--- config.mk ---
export PLATFORM = sky130hd
export DESIGN_NAME = tw_ctrl
export DESIGN_NICKNAME = d
export VERILOG_FILES = /design/src/tw_pkg.sv /design/src/tw_baud.sv /design/src/tw_ctrl.sv /design/src/tw_sync.sv
export SDC_FILE = /design/constraint.sdc
export NUM_CORES = 1
export LEC_CHECK = 0
export BUFFER_PORTS_ARGS = -buffer_cell sky130_fd_sc_hd__buf_2
export CAP_MARGIN = 30
export CORE_ASPECT_RATIO = 0.9
export CORE_MARGIN = 8
export CORE_UTILIZATION = 34
export DETAILED_ROUTE_END_ITERATION = 12
export HOLD_SLACK_MARGIN = 0.02
export PLACE_DENSITY_LB_ADDON = 0.25
export SETUP_SLACK_MARGIN = 0.4
export SLEW_MARGIN = 15
export SYNTH_ARGS = -nofsm -noshare
export SYNTH_HDL_FRONTEND = slang
export SYNTH_SLANG_ARGS = --single-unit
export TNS_END_PERCENT = 5
--- constraint.sdc ---
create_clock -name CLK_I -period 3.8 [get_ports CLK_I]
set_input_delay 0.76 -clock CLK_I [delete_from_list [all_inputs] [get_ports CLK_I]]
set_output_delay 0.76 -clock CLK_I [all_outputs]
set_load 0.02 [all_outputs]
--- src/tw_pkg.sv ---
/*
  Shared constants for the two-wire bus controller: register offsets,
  control and status bit positions, reset values, timing counts and
  the state encodings of the master and slave engines.
  Assumes a 25 MHz instruction clock and a 32-bit APB register bus.
*/
`default_nettype none

package tw_pkg;

  // ---------------------------------------------------------------
  // Timing
  // ---------------------------------------------------------------
  localparam int unsigned FCY_HZ = 25_000_000;
  // Fixed pin delay added to every bit period, in cycles.
  localparam int unsigned PIN_DLY_DIV_HZ = 10_000_000;
  localparam int unsigned PIN_DLY_CYC = FCY_HZ / PIN_DLY_DIV_HZ;

  // ---------------------------------------------------------------
  // Register map (byte addresses)
  // ---------------------------------------------------------------
  localparam logic [7:0] OFF_CTRL = 8'h00;
  localparam logic [7:0] OFF_STAT = 8'h04;
  localparam logic [7:0] OFF_BAUD = 8'h08;
  localparam logic [7:0] OFF_MASK = 8'h0C;
  localparam logic [7:0] OFF_OWN = 8'h10;
  localparam logic [7:0] OFF_TX = 8'h14;
  localparam logic [7:0] OFF_RX = 8'h18;

  // ---------------------------------------------------------------
  // bus_control fields
  // ---------------------------------------------------------------
  localparam int unsigned C_ON = 15;
  localparam int unsigned C_HALT = 13;
  localparam int unsigned C_REL = 12;
  localparam int unsigned C_ALL = 11;
  localparam int unsigned C_WIDE = 10;
  localparam int unsigned C_SLEW = 9;
  localparam int unsigned C_SMB = 8;
  localparam int unsigned C_GC = 7;
  localparam int unsigned C_STR = 6;
  localparam int unsigned C_ACKV = 5;
  localparam int unsigned C_ACKGO = 4;
  localparam int unsigned C_RXGO = 3;
  localparam int unsigned C_STOP = 2;
  localparam int unsigned C_RS = 1;
  localparam int unsigned C_START = 0;
  localparam logic [15:0] CTRL_RESET = 16'h1000;
  localparam logic [15:0] CTRL_WMASK = 16'hBFFF;

  // ---------------------------------------------------------------
  // Status fields
  // ---------------------------------------------------------------
  localparam int unsigned S_ACKST = 15;
  localparam int unsigned S_TRST = 14;
  localparam int unsigned S_GCST = 9;
  localparam int unsigned S_ADD10 = 8;
  localparam int unsigned S_DATA = 5;
  localparam int unsigned S_STOPD = 4;
  localparam int unsigned S_STARTD = 3;
  localparam int unsigned S_RDIR = 2;
  localparam int unsigned S_RXFULL = 1;
  localparam int unsigned S_TXFULL = 0;

  // ---------------------------------------------------------------
  // Engine states
  // ---------------------------------------------------------------
  typedef enum logic [2:0] {
    M_IDLE = 3'b000,
    M_START = 3'b001,
    M_RSTART = 3'b010,
    M_STOP = 3'b011,
    M_TX = 3'b100,
    M_RX = 3'b101,
    M_ACK = 3'b110
  } tw_mst_e;

  typedef enum logic [2:0] {
    SL_IDLE = 3'b000,
    SL_ADDR = 3'b001,
    SL_ADDR2 = 3'b010,
    SL_RX = 3'b011,
    SL_TX = 3'b100
  } tw_slv_e;

endpackage

`default_nettype wire

--- src/tw_baud.sv ---
/*
  Serial clock phase timer for the bus master. One bit period lasts
  reload + 1 + the fixed pin delay cycles, split into a low and a
  high phase; tick_o pulses at every phase boundary.
  Assumes hold_i is raised while another party keeps the clock low.
*/
`timescale 1ns/1ps
`default_nettype none

module tw_baud
  import tw_pkg::*;
#(
  parameter int unsigned BRG_W = 16
) (
  // Clock and reset
  input wire logic clk_i,
  input wire logic rst_ni,
  // Control
  input wire logic run_i,
  input wire logic hold_i,
  input wire logic [BRG_W-1:0] reload_i,
  // Phase boundary
  output logic tick_o
);

  localparam int unsigned CW = BRG_W + 1;

  initial begin
    if (BRG_W < 2 || BRG_W > 16) begin
      $error("tw_baud: BRG_W must lie between 2 and 16");
    end
  end

  typedef struct packed {
    logic [CW-1:0] cnt;
    logic hi;
  } tw_baud_s;

  tw_baud_s q, d;
  logic [CW-1:0] total, hi_len, lo_len;

  always_comb begin
    total = CW'(reload_i) + CW'(1) + CW'(PIN_DLY_CYC);
    hi_len = total >> 1;
    lo_len = total - hi_len;
    d = q;
    tick_o = 1'b0;
    if (!run_i) begin
      d.cnt = lo_len - CW'(1);
      d.hi = 1'b0;
    end else if (q.cnt != '0) begin
      // Counting overlaps the line's sync lag; only a stretch waits.
      d.cnt = q.cnt - CW'(1);
    end else if (!hold_i) begin
      tick_o = 1'b1;
      d.hi = ~q.hi;
      d.cnt = q.hi ? lo_len - CW'(1) : hi_len - CW'(1);
    end
  end

  always_ff @(posedge clk_i or negedge rst_ni) begin
    if (!rst_ni) begin
      q <= '0;
    end else begin
      q <= d;
    end
  end

endmodule

`default_nettype wire

--- src/tw_ctrl.sv ---
/*
  Two-wire bus controller: master sequencer, addressed slave with
  masking and clock stretching, and an APB register file.
  Assumes open-drain pins resolved outside (drive low when enabled),
  a 25 MHz clock, and IDLE_I from the same clock domain.
*/
// Added by the designer: the placing of the registers and the APB register port.
`timescale 1ns/1ps
`default_nettype none

// Function
// Software sequences start, write address, data, restart, read, ack, stop.
// Bit rate equals clock over reload plus one plus clock/10 MHz.
// Set mask bits make that incoming address bit a don't-care.
// Software clears accept-all mode before masking takes effect.
// Reserved addresses never match, whatever the mask.
// General call with write is acknowledged only if enabled.
// Pattern 11110xx matches only as ten-bit upper byte.
// Module enable owns both pins; clear returns them to port control.
// Halt-when-idle stops the module while the chip idles.
// Slave holds clock low while clock release is zero; resets to one.
// Stretch on: software writes release freely; hardware clears at tx/rx.
// Stretch off: software only sets release; hardware clears at tx start.
// Accept-all mode acknowledges every address.
// Wide-address select makes own address ten bits, else seven.
// Slew-limit-off and bus-management threshold controls, both reset zero.
// General call with enable raises an event output.
// Stretch enable permits software and receive clock stretching.
// Start, restart, stop controls generate condition, cleared when done.
// Master receive control takes one byte, cleared after eighth bit.
// Ack sequence sends stored ack value, then clears its control.
// Baud counter reloads each phase, holds while clock is stretched.
module tw_ctrl
  import tw_pkg::*;
#(
  parameter int unsigned BRG_W = 16
) (
  // Clock and reset
  input wire logic CLK_I,
  input wire logic NRST_I,
  // APB slave
  input wire logic PSEL_I,
  input wire logic PENABLE_I,
  input wire logic PWRITE_I,
  input wire logic [7:0] PADDR_I,
  input wire logic [31:0] PWDATA_I,
  output logic [31:0] PRDATA_O,
  output logic PREADY_O,
  output logic PSLVERR_O,
  // Two-wire pins, open drain
  input wire logic SCL_I,
  output logic SCL_O,
  output logic SCL_OE_O,
  input wire logic SDA_I,
  output logic SDA_O,
  output logic SDA_OE_O,
  // System
  input wire logic IDLE_I,
  output logic PIN_OWN_O,
  output logic SLEW_OFF_O,
  output logic SMB_LVL_O,
  output logic GC_EVT_O
);

  import tw_pkg::*;

  initial begin
    if (BRG_W < 2 || BRG_W > 16) begin
      $error("tw_ctrl: BRG_W must lie between 2 and 16");
    end
  end

  // ---------------------------------------------------------------
  // State
  // ---------------------------------------------------------------
  typedef struct packed {
    logic [15:0] ctrl;
    logic [BRG_W-1:0] baud;
    logic [9:0] mask;
    logic [9:0] own;
    logic [7:0] txd;
    logic [7:0] rxd;
    logic [15:0] stat;
    logic [31:0] prdata;
    tw_mst_e mst;
    logic [3:0] mcnt;
    logic [1:0] mstep;
    logic mhi;
    logic [7:0] msh;
    logic mscl;
    logic msda;
    logic mown;
    tw_slv_e sst;
    tw_slv_e snext;
    logic [3:0] scnt;
    logic [7:0] ssh;
    logic sack;
    logic sdrv;
    logic shold;
    logic scl_p;
    logic sda_p;
    logic gc_evt;
  } tw_ctrl_s;

  tw_ctrl_s q, d;
  logic [1:0] lines;
  logic scl_f, sda_f, tick, run;

  tw_sync #(
    .W(2)
  ) u_sync (
    .clk_i(CLK_I),
    .rst_ni(NRST_I),
    .pin_i({SCL_I, SDA_I}),
    .lvl_o(lines)
  );

  assign scl_f = lines[1];
  assign sda_f = lines[0];

  // Halt-when-idle returns both engines to idle but keeps registers.
  assign run = q.ctrl[C_ON] && !(q.ctrl[C_HALT] && IDLE_I);

  // Master clock synchronisation: wait while the line is held low.
  tw_baud #(
    .BRG_W(BRG_W)
  ) u_baud (
    .clk_i(CLK_I),
    .rst_ni(NRST_I),
    .run_i(run && q.mst != M_IDLE),
    .hold_i(!q.mscl && !scl_f),
    .reload_i(q.baud),
    .tick_o(tick)
  );

  // ---------------------------------------------------------------
  // Next state
  // ---------------------------------------------------------------
  logic setup, wr, rd, hit;
  logic scl_rise, scl_fall, bus_start, bus_stop;
  logic [7:0] byte_in;
  logic [6:0] a7;
  logic rsvd, up_hit, take, landed;

  always_comb begin
    d = q;
    setup = PSEL_I && !PENABLE_I;
    wr = PSEL_I && PENABLE_I && PWRITE_I;
    rd = PSEL_I && PENABLE_I && !PWRITE_I;
    hit = PADDR_I == OFF_CTRL || PADDR_I == OFF_STAT ||
          PADDR_I == OFF_BAUD || PADDR_I == OFF_MASK ||
          PADDR_I == OFF_OWN || PADDR_I == OFF_TX || PADDR_I == OFF_RX;
    scl_rise = scl_f && !q.scl_p;
    scl_fall = !scl_f && q.scl_p;
    bus_start = q.sda_p && !sda_f && scl_f && q.scl_p;
    bus_stop = !q.sda_p && sda_f && scl_f && q.scl_p;
    byte_in = {q.ssh[6:0], sda_f};
    a7 = byte_in[7:1];
    rsvd = a7[6:3] == 4'h0 || a7[6:3] == 4'hF;
    up_hit = ((byte_in[2:1] ^ q.own[9:8]) & ~q.mask[9:8]) == 2'b00;
    take = 1'b0;
    landed = 1'b0;
    d.scl_p = scl_f;
    d.sda_p = sda_f;
    d.gc_evt = 1'b0;

    // -------------------------------------------------------------
    // Master sequencer
    // -------------------------------------------------------------
    unique case (q.mst)
      M_IDLE: begin
        d.mstep = 2'd0;
        d.mcnt = 4'd0;
        d.mhi = 1'b0;
        if (q.ctrl[C_START] && !q.mown) begin
          d.mst = M_START;
        end else if (q.ctrl[C_RS]) begin
          d.mst = M_RSTART;
        end else if (q.ctrl[C_STOP]) begin
          d.mst = M_STOP;
        end else if (q.ctrl[C_RXGO]) begin
          d.mst = M_RX;
          d.msda = 1'b0;
        end else if (q.ctrl[C_ACKGO]) begin
          d.mst = M_ACK;
          d.msda = ~q.ctrl[C_ACKV];
        end else if (q.mown && q.stat[S_TXFULL]) begin
          d.mst = M_TX;
          d.msh = q.txd;
          d.msda = ~q.txd[7];
          d.stat[S_TRST] = 1'b1;
        end
      end
      M_START: begin
        if (tick) begin
          d.mstep = q.mstep + 2'd1;
          if (q.mstep == 2'd0) begin
            d.msda = 1'b1;
          end else begin
            d.mscl = 1'b1;
            d.mown = 1'b1;
            d.ctrl[C_START] = 1'b0;
            d.mst = M_IDLE;
          end
        end
      end
      M_RSTART: begin
        if (tick) begin
          d.mstep = q.mstep + 2'd1;
          unique case (q.mstep)
            2'd0: d.msda = 1'b0;
            2'd1: d.mscl = 1'b0;
            2'd2: d.msda = 1'b1;
            2'd3: begin
              d.mscl = 1'b1;
              d.ctrl[C_RS] = 1'b0;
              d.mst = M_IDLE;
            end
          endcase
        end
      end
      M_STOP: begin
        if (tick) begin
          d.mstep = q.mstep + 2'd1;
          if (q.mstep == 2'd0) begin
            d.msda = 1'b1;
          end else if (q.mstep == 2'd1) begin
            d.mscl = 1'b0;
          end else begin
            d.msda = 1'b0;
            d.mown = 1'b0;
            d.ctrl[C_STOP] = 1'b0;
            d.mst = M_IDLE;
          end
        end
      end
      M_TX, M_RX, M_ACK: begin
        if (tick && !q.mhi) begin
          d.mscl = 1'b0;
          d.mhi = 1'b1;
        end else if (tick) begin
          d.mscl = 1'b1;
          d.mhi = 1'b0;
          d.mcnt = q.mcnt + 4'd1;
          if (q.mst == M_TX) begin
            d.msh = {q.msh[6:0], 1'b0};
            d.msda = (q.mcnt < 4'd7) ? ~q.msh[6] : 1'b0;
            if (q.mcnt == 4'd8) begin
              d.stat[S_ACKST] = sda_f;
              d.stat[S_TRST] = 1'b0;
              d.stat[S_TXFULL] = 1'b0;
              d.msda = 1'b0;
              d.mst = M_IDLE;
            end
          end else if (q.mst == M_RX) begin
            d.msh = {q.msh[6:0], sda_f};
            if (q.mcnt == 4'd7) begin
              d.rxd = {q.msh[6:0], sda_f};
              d.stat[S_RXFULL] = 1'b1;
              landed = 1'b1;
              d.ctrl[C_RXGO] = 1'b0;
              d.mst = M_IDLE;
            end
          end else begin
            d.msda = 1'b0;
            d.ctrl[C_ACKGO] = 1'b0;
            d.mst = M_IDLE;
          end
        end
      end
      default: d.mst = M_IDLE;
    endcase

    // -------------------------------------------------------------
    // Slave engine
    // -------------------------------------------------------------
    if (bus_start) begin
      d.sst = SL_ADDR;
      d.scnt = 4'd0;
      d.stat[S_STARTD] = 1'b1;
      d.stat[S_STOPD] = 1'b0;
    end else if (bus_stop) begin
      d.sst = SL_IDLE;
      d.stat[S_STOPD] = 1'b1;
      d.stat[S_STARTD] = 1'b0;
      d.stat[S_GCST] = 1'b0;
      d.stat[S_ADD10] = 1'b0;
    end else if (q.sst != SL_IDLE && scl_rise) begin
      d.scnt = q.scnt + 4'd1;
      d.ssh = byte_in;
      if (q.scnt == 4'd7 && q.sst != SL_TX) begin
        d.sack = 1'b0;
        d.snext = SL_IDLE;
        unique case (q.sst)
          SL_ADDR: begin
            if (q.ctrl[C_ALL]) begin
              take = 1'b1;
              d.snext = byte_in[0] ? SL_TX : SL_RX;
            end else if (byte_in == 8'h00) begin
              take = q.ctrl[C_GC];
              d.stat[S_GCST] = take;
              d.gc_evt = take;
              d.snext = SL_RX;
            end else if (q.ctrl[C_WIDE] && a7[6:2] == 5'b11110) begin
              take = up_hit && (!byte_in[0] || q.stat[S_ADD10]);
              d.snext = byte_in[0] ? SL_TX : SL_ADDR2;
            end else if (!q.ctrl[C_WIDE] && !rsvd) begin
              take = ((a7 ^ q.own[6:0]) & ~q.mask[6:0]) == 7'h00;
              d.snext = byte_in[0] ? SL_TX : SL_RX;
            end
            if (take) begin
              d.stat[S_RDIR] = byte_in[0];
              d.stat[S_DATA] = 1'b0;
            end
          end
          SL_ADDR2: begin
            take = ((byte_in ^ q.own[7:0]) & ~q.mask[7:0]) == 8'h00;
            d.stat[S_ADD10] = take;
            d.snext = SL_RX;
          end
          default: begin
            take = !q.stat[S_RXFULL];
            d.rxd = byte_in;
            d.stat[S_RXFULL] = 1'b1;
            landed = 1'b1;
            d.stat[S_DATA] = 1'b1;
            d.snext = SL_RX;
            if (q.ctrl[C_STR]) begin
              d.ctrl[C_REL] = 1'b0;
            end
          end
        endcase
        d.sack = take;
        if (!take) begin
          d.snext = SL_IDLE;
        end
      end else if (q.sst == SL_TX && q.scnt == 4'd8) begin
        d.stat[S_TXFULL] = 1'b0;
        d.stat[S_DATA] = 1'b1;
        d.sack = !sda_f;
        d.snext = sda_f ? SL_IDLE : SL_TX;
      end
    end else if (q.sst != SL_IDLE && scl_fall && q.scnt == 4'd9) begin
      d.scnt = 4'd0;
      d.sack = 1'b0;
      d.sst = q.snext;
      if (q.snext == SL_TX) begin
        d.ctrl[C_REL] = 1'b0;
      end
    end else if (q.sst != SL_IDLE && scl_fall && q.scnt == 4'd8 &&
                 !q.sack) begin
      d.sst = SL_IDLE;
    end
    // Data only moves while the clock is low, so no false start or stop.
    if (!scl_f) begin
      if (q.sst == SL_TX) begin
        d.sdrv = q.scnt < 4'd8 && !q.txd[~q.scnt[2:0]];
      end else begin
        d.sdrv = q.scnt == 4'd8 && q.sack;
      end
    end
    d.shold = q.sst != SL_IDLE && !scl_f && !q.ctrl[C_REL];

    // -------------------------------------------------------------
    // Register file
    // -------------------------------------------------------------
    if (setup) begin
      unique case (PADDR_I)
        OFF_CTRL: d.prdata = {16'h0000, q.ctrl};
        OFF_STAT: d.prdata = {16'h0000, q.stat};
        OFF_BAUD: d.prdata = 32'(q.baud);
        OFF_MASK: d.prdata = {22'h000000, q.mask};
        OFF_OWN: d.prdata = {22'h000000, q.own};
        OFF_TX: d.prdata = {24'h000000, q.txd};
        OFF_RX: d.prdata = {24'h000000, q.rxd};
        default: d.prdata = 32'h00000000;
      endcase
    end
    // Reading the receive data empties it unless a byte lands now.
    if (rd && PADDR_I == OFF_RX && !landed) begin
      d.stat[S_RXFULL] = 1'b0;
    end
    if (wr) begin
      unique case (PADDR_I)
        OFF_CTRL: begin
          d.ctrl = PWDATA_I[15:0] & CTRL_WMASK;
          if (!q.ctrl[C_STR]) begin
            d.ctrl[C_REL] = d.ctrl[C_REL] | q.ctrl[C_REL];
          end
        end
        OFF_BAUD: d.baud = PWDATA_I[BRG_W-1:0];
        OFF_MASK: d.mask = PWDATA_I[9:0];
        OFF_OWN: d.own = PWDATA_I[9:0];
        OFF_TX: begin
          d.txd = PWDATA_I[7:0];
          d.stat[S_TXFULL] = 1'b1;
        end
        default: ;
      endcase
    end

    if (!run) begin
      d.mst = M_IDLE;
      d.mscl = 1'b0;
      d.msda = 1'b0;
      d.mown = 1'b0;
      d.sst = SL_IDLE;
      d.sdrv = 1'b0;
      d.shold = 1'b0;
    end
  end

  always_ff @(posedge CLK_I or negedge NRST_I) begin
    if (!NRST_I) begin
      q <= '0;
      q.ctrl <= CTRL_RESET;
      q.scl_p <= 1'b1;
      q.sda_p <= 1'b1;
    end else begin
      q <= d;
    end
  end

  // ---------------------------------------------------------------
  // Outputs
  // ---------------------------------------------------------------
  assign PREADY_O = 1'b1;
  assign PSLVERR_O = PSEL_I && PENABLE_I && !hit;
  assign PRDATA_O = q.prdata;
  assign SCL_O = 1'b0;
  assign SDA_O = 1'b0;
  assign SCL_OE_O = q.ctrl[C_ON] && (q.mscl || q.shold);
  assign SDA_OE_O = q.ctrl[C_ON] && (q.msda || q.sdrv);
  assign PIN_OWN_O = q.ctrl[C_ON];
  assign SLEW_OFF_O = q.ctrl[C_SLEW];
  assign SMB_LVL_O = q.ctrl[C_SMB];
  assign GC_EVT_O = q.gc_evt;

endmodule

`default_nettype wire

--- src/tw_sync.sv ---
/*
  Three-stage input synchroniser with agreement filter for pin inputs.
  Assumes idle-high open-drain lines, so the filtered value resets high.
*/
`timescale 1ns/1ps
`default_nettype none

module tw_sync #(
  parameter int unsigned W = 2
) (
  // Clock and reset
  input wire logic clk_i,
  input wire logic rst_ni,
  // Pins and filtered result
  input wire logic [W-1:0] pin_i,
  output logic [W-1:0] lvl_o
);

  typedef struct packed {
    logic [W-1:0] s1;
    logic [W-1:0] s2;
    logic [W-1:0] s3;
    logic [W-1:0] f;
  } tw_sync_s;

  tw_sync_s q, d;

  // A change counts only once stages two and three agree.
  always_comb begin
    d = q;
    d.s1 = pin_i;
    d.s2 = q.s1;
    d.s3 = q.s2;
    for (int i = 0; i < W; i++) begin
      if (q.s2[i] == q.s3[i]) begin
        d.f[i] = q.s3[i];
      end
    end
  end

  always_ff @(posedge clk_i or negedge rst_ni) begin
    if (!rst_ni) begin
      q <= '1;
    end else begin
      q <= d;
    end
  end

  assign lvl_o = q.f;

endmodule

`default_nettype wire
# [Yosys cells after proc, flatten, opt, wreduce, memory -nomap -nowiden]
# Cells that the tools add are included.
[word_totals] ram_bits=0 word_cells=484 register_bits=179 latchBits=0 romBits=0 output_inout_bits=42 input_bits=48 memories=0
[op_classes] reduce_logical=116 div_mod_pow=0 magnitude_cmp=3 addsub=9 bitwise=18 n_shift=0 eq_ne=79 n_mul=0 n_mux=218
[op_table] cell="8-bit two-way mux" count=19
[op_table] cell="16-bit one-hot mux with 7 select lines" count=1
[op_table] cell="1-bit two-way mux" count=108
[op_table] cell="3-bit two-way mux" count=36
[op_table] cell="57-bit two-way mux" count=1
[op_table] cell="3-bit inequality test (second input constant)" count=17
[op_table] cell="2-bit two-way mux" count=21
[op_table] cell="10-bit two-way mux" count=4
[op_table] cell="1-bit logical AND" count=38
[op_table] cell="18-bit two-way mux" count=2
[op_table] cell="17-bit two-way mux" count=2
[op_table] cell="17-bit by 1-bit subtractor with 17-bit output (second input constant)" count=2
[op_table] cell="2-bit inequality test (second input constant)" count=15
[op_table] cell="13-bit two-way mux" count=2
[op_table] cell="8-bit by 5-bit equality test with 1-bit output (second input constant)" count=3
[op_table] cell="8-bit zero test" count=3
[op_table] cell="6-bit AND reduction" count=4
[op_table] cell="4-bit inequality test (second input constant)" count=5
[op_table] cell="2-bit AND reduction" count=10
[op_table] cell="2-bit nonzero test" count=10
[op_table] cell="1-bit zero test" count=18
[op_table] cell="9-bit one-hot mux with 2 select lines" count=1
[op_table] cell="16-bit by 1-bit adder with 17-bit output (second input constant)" count=1
[op_table] cell="17-bit by 2-bit adder with 17-bit output (second input constant)" count=1
[op_table] cell="other kinds (68)" count=119

# [Depth between registers and ports, before layout]
[depth] depth_word=22 depth_mapped=14 ltp_nobuf=14

# [Cells and area by module]
# A second synthesis with hierarchy kept.
[hier_totals] cells_unflattened=1130 hier_area_um2=10551.4
[modules_own_cells] module="tw_ctrl" area_each_um2=7375.8 instances=1 cells_per_inst=734 seq_area_each_um2=3407.0
[modules_own_cells] module="tw_baud" area_each_um2=2927.8 instances=1 cells_per_inst=384 seq_area_each_um2=450.4
[modules_own_cells] module="tw_sync" area_each_um2=247.7 instances=1 cells_per_inst=12 seq_area_each_um2=210.2

# [Worst setup path after synthesis]
# OpenSTA, ideal clock, no wires.
[synth_timing] path_kind="register -> register" start="register q[129] (netlist bit)" end="register u_baud.q[16] (netlist bit)" required_ps=3668 path_slack_ps=586 synth_period_minus_slack_ps=3214 setup_time_ps=132 path_stages_with_launch=13 t_arrival_ps=3082 path_buffers=0 path_cell_list="dfrtp_1 -> inv_1 -> ha_1 -> nand3b_1 -> xor2_1 -> ha_1 -> and3b_1 -> a2bb2oi_1 -> o2111a_1 -> o31a_1 -> o31ai_1 -> mux2i_1 -> o211ai_1"
[synth_between] elab_chain_cells=8 word_cells_on_any_way=9 cone_classes="add/sub: 5; mux: 4"
[synth_rtl] element="start, declared" line_no="tw_ctrl.sv:105" source="tw_ctrl_s q, d;"
[synth_rtl] element="16-bit by 1-bit adder with 17-bit output (*)" line_no="tw_baud.sv:43" source="total = CW'(reload_i) + CW'(1) + CW'(PIN_DLY_CYC);"
[synth_rtl] element="17-bit by 2-bit adder with 17-bit output (*)" line_no="tw_baud.sv:43"
[synth_rtl] element="17-bit by 16-bit subtractor with 17-bit output" line_no="tw_baud.sv:45" source="lo_len = total - hi_len;"
[synth_rtl] element="17-bit by 1-bit subtractor with 17-bit output" line_no="tw_baud.sv:49, tw_baud.sv:57"
[synth_rtl] element="17-bit two-way mux" line_no="tw_baud.sv:57" source="d.cnt = q.hi ? lo_len - CW'(1) : hi_len - CW'(1);"
[synth_rtl] element="18-bit two-way mux" line_no="tw_baud.sv:54" source="end else if (!hold_i) begin"
[synth_rtl] element="17-bit two-way mux" line_no="tw_baud.sv:51" source="end else if (q.cnt != '0) begin"
[synth_rtl] element="18-bit two-way mux (*)" line_no="tw_baud.sv:48" source="if (!run_i) begin"
[synth_rtl] element="end signal, assigned" line_no="tw_baud.sv:63" source="q <= '0;"
[synth_rtl] element="end signal, assigned" line_no="tw_baud.sv:65" source="q <= d;"
[synth_rtl] element="end, declared" line_no="tw_baud.sv:39" source="tw_baud_s q, d;"
# Mark *: on every way between the ends. The rest lies on a longest branch, timed or not. The select of a mux whose other input is x is not followed.
# A chain may end at the register's enable or synchronous reset.

# [Worst setup path in the final report]
[layout_timing] start="register q[130] (netlist bit)" end="register u_baud.q[17] (netlist bit)"
# The elaborated chain is that of the path after synthesis.

==> flow_summary.toml <==
[timing]
min_period_over_period = 0.846
report.final.slew_viol_count = 0
fmax_mhz = 311
max_slew_margin = 0.421
layout_setup_ws_ps = 585
hold_violations = 0
whs_ps = 357
rsz0062_at_grt = "true"
fin_setup_tns_ps = 0
finalCriticalPeriod_ps = 3220
setup_viol = 0
finClkSkew_ps = 14.1
worst_slew_pin_slew_ps = 868

[grt]
grt_max_degree = 91
grt_overflow = 0
grt_usage = 0.169
grt_pass1_wl_um = 49500
antenna_found_initial = 0
grt_pass1_vias = 8390

[clock_tree]
cts_buffer_depth = 2
numCtsBuffers = 17
clkLatencyLatePin_ps = 440
cts_sinks = 162
clkTransAtPathRegs_ps = 80
cts-root-buf = "clkbuf_16"
hold_buffers = 0
cts_tree = "done"
h-tree-depth = 4

[floorplanning]
die_y_um = 183
die_x_um = 202
initial_utilization = 0.344
io_pins = 90
coreArea_um2 = 30800
dieArea_um2 = 37000
rows = 61

[finish]
fin_nets = 1247
multi_input_area_um2 = 6000
fin_util = 0.389
n_antenna_cell = 0
fill_cells = 3050
ff_latch_area_um2 = 4070
drive_gt1_frac = 0.223
area.growth.synth_to_final_pct = 13.0

[logic_synthesis]
synth_area_leader_cell = "dfrtp_1"
synth_area_leaders = "dfrtp_1 (36%), mux2_2 (5.4%), ha_1 (4.8%), xnor2_1 (3.7%), nand2_1 (3.6%)"
synth_warnings = 0
synth_ff_type = "dfrtp_1"
yosys-top-cells-count = "dfrtp_1 (151), nand2_1 (102), nor2_1 (87)"
synth_edf_count = 0
syn_area_per_cell_um2 = 9.52
ys_types = 101
ys_ff_latch = 162
synthCells = 1111
yosysMostFrequentCell = "dfrtp_1"
netlist.area_leader.share = 0.357
synth_area_um2 = 10600
synthArstFlopShare = 1.00
synth-seq-area-share = 0.384

[worst_setup_path]
critPathArrivalTime_ps = 3520
path_max_fanout = 5
worstPathRequired_ps = 4110
critical_path_class = "flip-flop to flip-flop"
critPathLaunchType = "flip-flop"
endpoint_kind = "flip-flop"

[min_path]
hp-class = "flip-flop to flip-flop"

[route]
drt_iter0_markers = 798
final_antenna_net_count = 0
wl_um = 31300
vias_per_cell = 5.42
wl_per_cell_um = 19.8
drtPass1Iterations = 7
vias = 8562
drc_errors = 0

[pwr]
powerDensity_nw_per_um2 = 356
p_leak_nw = 5.45
vdd_ir_drop_max_v = 0.000246

[placement]
dp_slack_ps = 320
portBuffers = 54
place_hpwl_um = 23400
gp_congestion = 0.885

[outcome]
outcome = "finished, final reports clean"

[run]
cap_violations = 0
critical path: stages (launching register included):
cell,delay [ps]
dfrtp_1,420
inv_1,100
ha_2,220
nand4b_1,300
nor3_2,230
xor2_1,270
buf_4,170
ha_1,260
a21o_1,230
a21oi_4,200
a21boi_1,90
o22ai_1,210
mux2i_1,260
o21ai_0,120
layout make-up:
class	instances	area share
clock inverters	15	0.0134
repair buffers	99	0.0524
multi-input cells	835	0.502
flip-flops and latches	162	0.341
inverters	43	0.0135
well taps	409	0.0428
clock buffers	17	0.0356
per-layer routing:
| metal | track usage | vias to the layer above | wire [um] |
|---|---|---|---|
| met4 | 0.0596 | 0 | 835 |
| met1 | 0.231 | 4206 | 14600 |
| li1 | - | 4059 | - |
| met2 | 0.258 | 246 | 14100 |
| met3 | 0.0393 | 51 | 1820 |
| met5 | 0 | - | 0 |
stage by stage:
stage	cells	total power (W)	area, um2
after CTS	1569	0.00428	11800
after global placement	1534	0.00251	11200
after floorplan	1128	0.00233	10600
after detailed placement	1535	0.00252	11200
final	1580	0.00426	12000
after global routing	1580	0.00444	12000
where the power goes:
group | total (W) | internal, W | leakage [nW] | switching (W)
combinational | 0.000543 | 0.000225 | 3.06 | 0.000317
sequential | 0.00196 | 0.00183 | 2.10 | 0.000131
clock | 0.00175 | 0.000882 | 0.285 | 0.000871
what timing repair did:
action                                  4_1_cts  5_1_grt
buffers inserted                              2       11
gates resized for setup                       3       21
pin swaps                                     1        7
endpoints found under the setup margin        2       11
final timing paths:
path	startpoint	end	slack, ps	depth (start not counted)
setup reg to reg	q[130]	u_baud.q[17]	580	13
setup / recovery	q[130]	u_baud.q[17]	580	13
max in group asynchronous	NRST_I	u_sync.q[2]	2520	2
hold / removal	u_sync.d[5]	u_sync.d[3]	360	0
min in group asynchronous	NRST_I	PRDATA_O[9]	370	1
hold reg to reg	u_sync.d[5]	u_sync.d[3]	360	0
state kept, by name, summed over array words and instances (netlist names):
| signal | flops |
|---|---|
| SMB_LVL_O | 1 |
| a7 | 7 |
| SLEW_OFF_O | 1 |
| u_sync.lvl_o | 2 |
| u_baud.q | 18 |
| q | 109 |
| u_sync.d | 4 |
| GC_EVT_O | 1 |
| u_sync.q | 2 |
| PRDATA_O | 16 |
| PIN_OWN_O | 1 |
cell families after synthesis:
kind of cell,count (synthesis),synth area share
AOI/OAI and AO/OA,277,0.183
xor gates and xnor gates,73,0.0611
adders and majority gates,43,0.0504
buffers and inverters,131,0.0637
DFF,162,0.384
muxes,79,0.0837
other,2,0.000710
and+or+nand+nor,344,0.173
placed cells by master, fill, tap and decap left out, types with 17 or more instances in the layout:
cell | synthesis | final
a21o_1 | 19 | 19
a21oi_1 | 57 | 56
a22oi_1 | 26 | 26
buf_2 | 14 | 53
buf_4 | 40 | 44
clkbuf_16 | 0 | 17
conb_1 | 2 | 19
dfrtp_1 | 151 | 146
ha_1 | 41 | 38
inv_1 | 41 | 39
mux2_2 | 51 | 51
mux2i_1 | 24 | 24
nand2_1 | 102 | 102
nand3_1 | 17 | 17
nor2_1 | 87 | 86
o21ai_0 | 57 | 56
xnor2_1 | 45 | 44
xor2_1 | 27 | 24
Note: power is estimated with default switching activity, not from simulation.
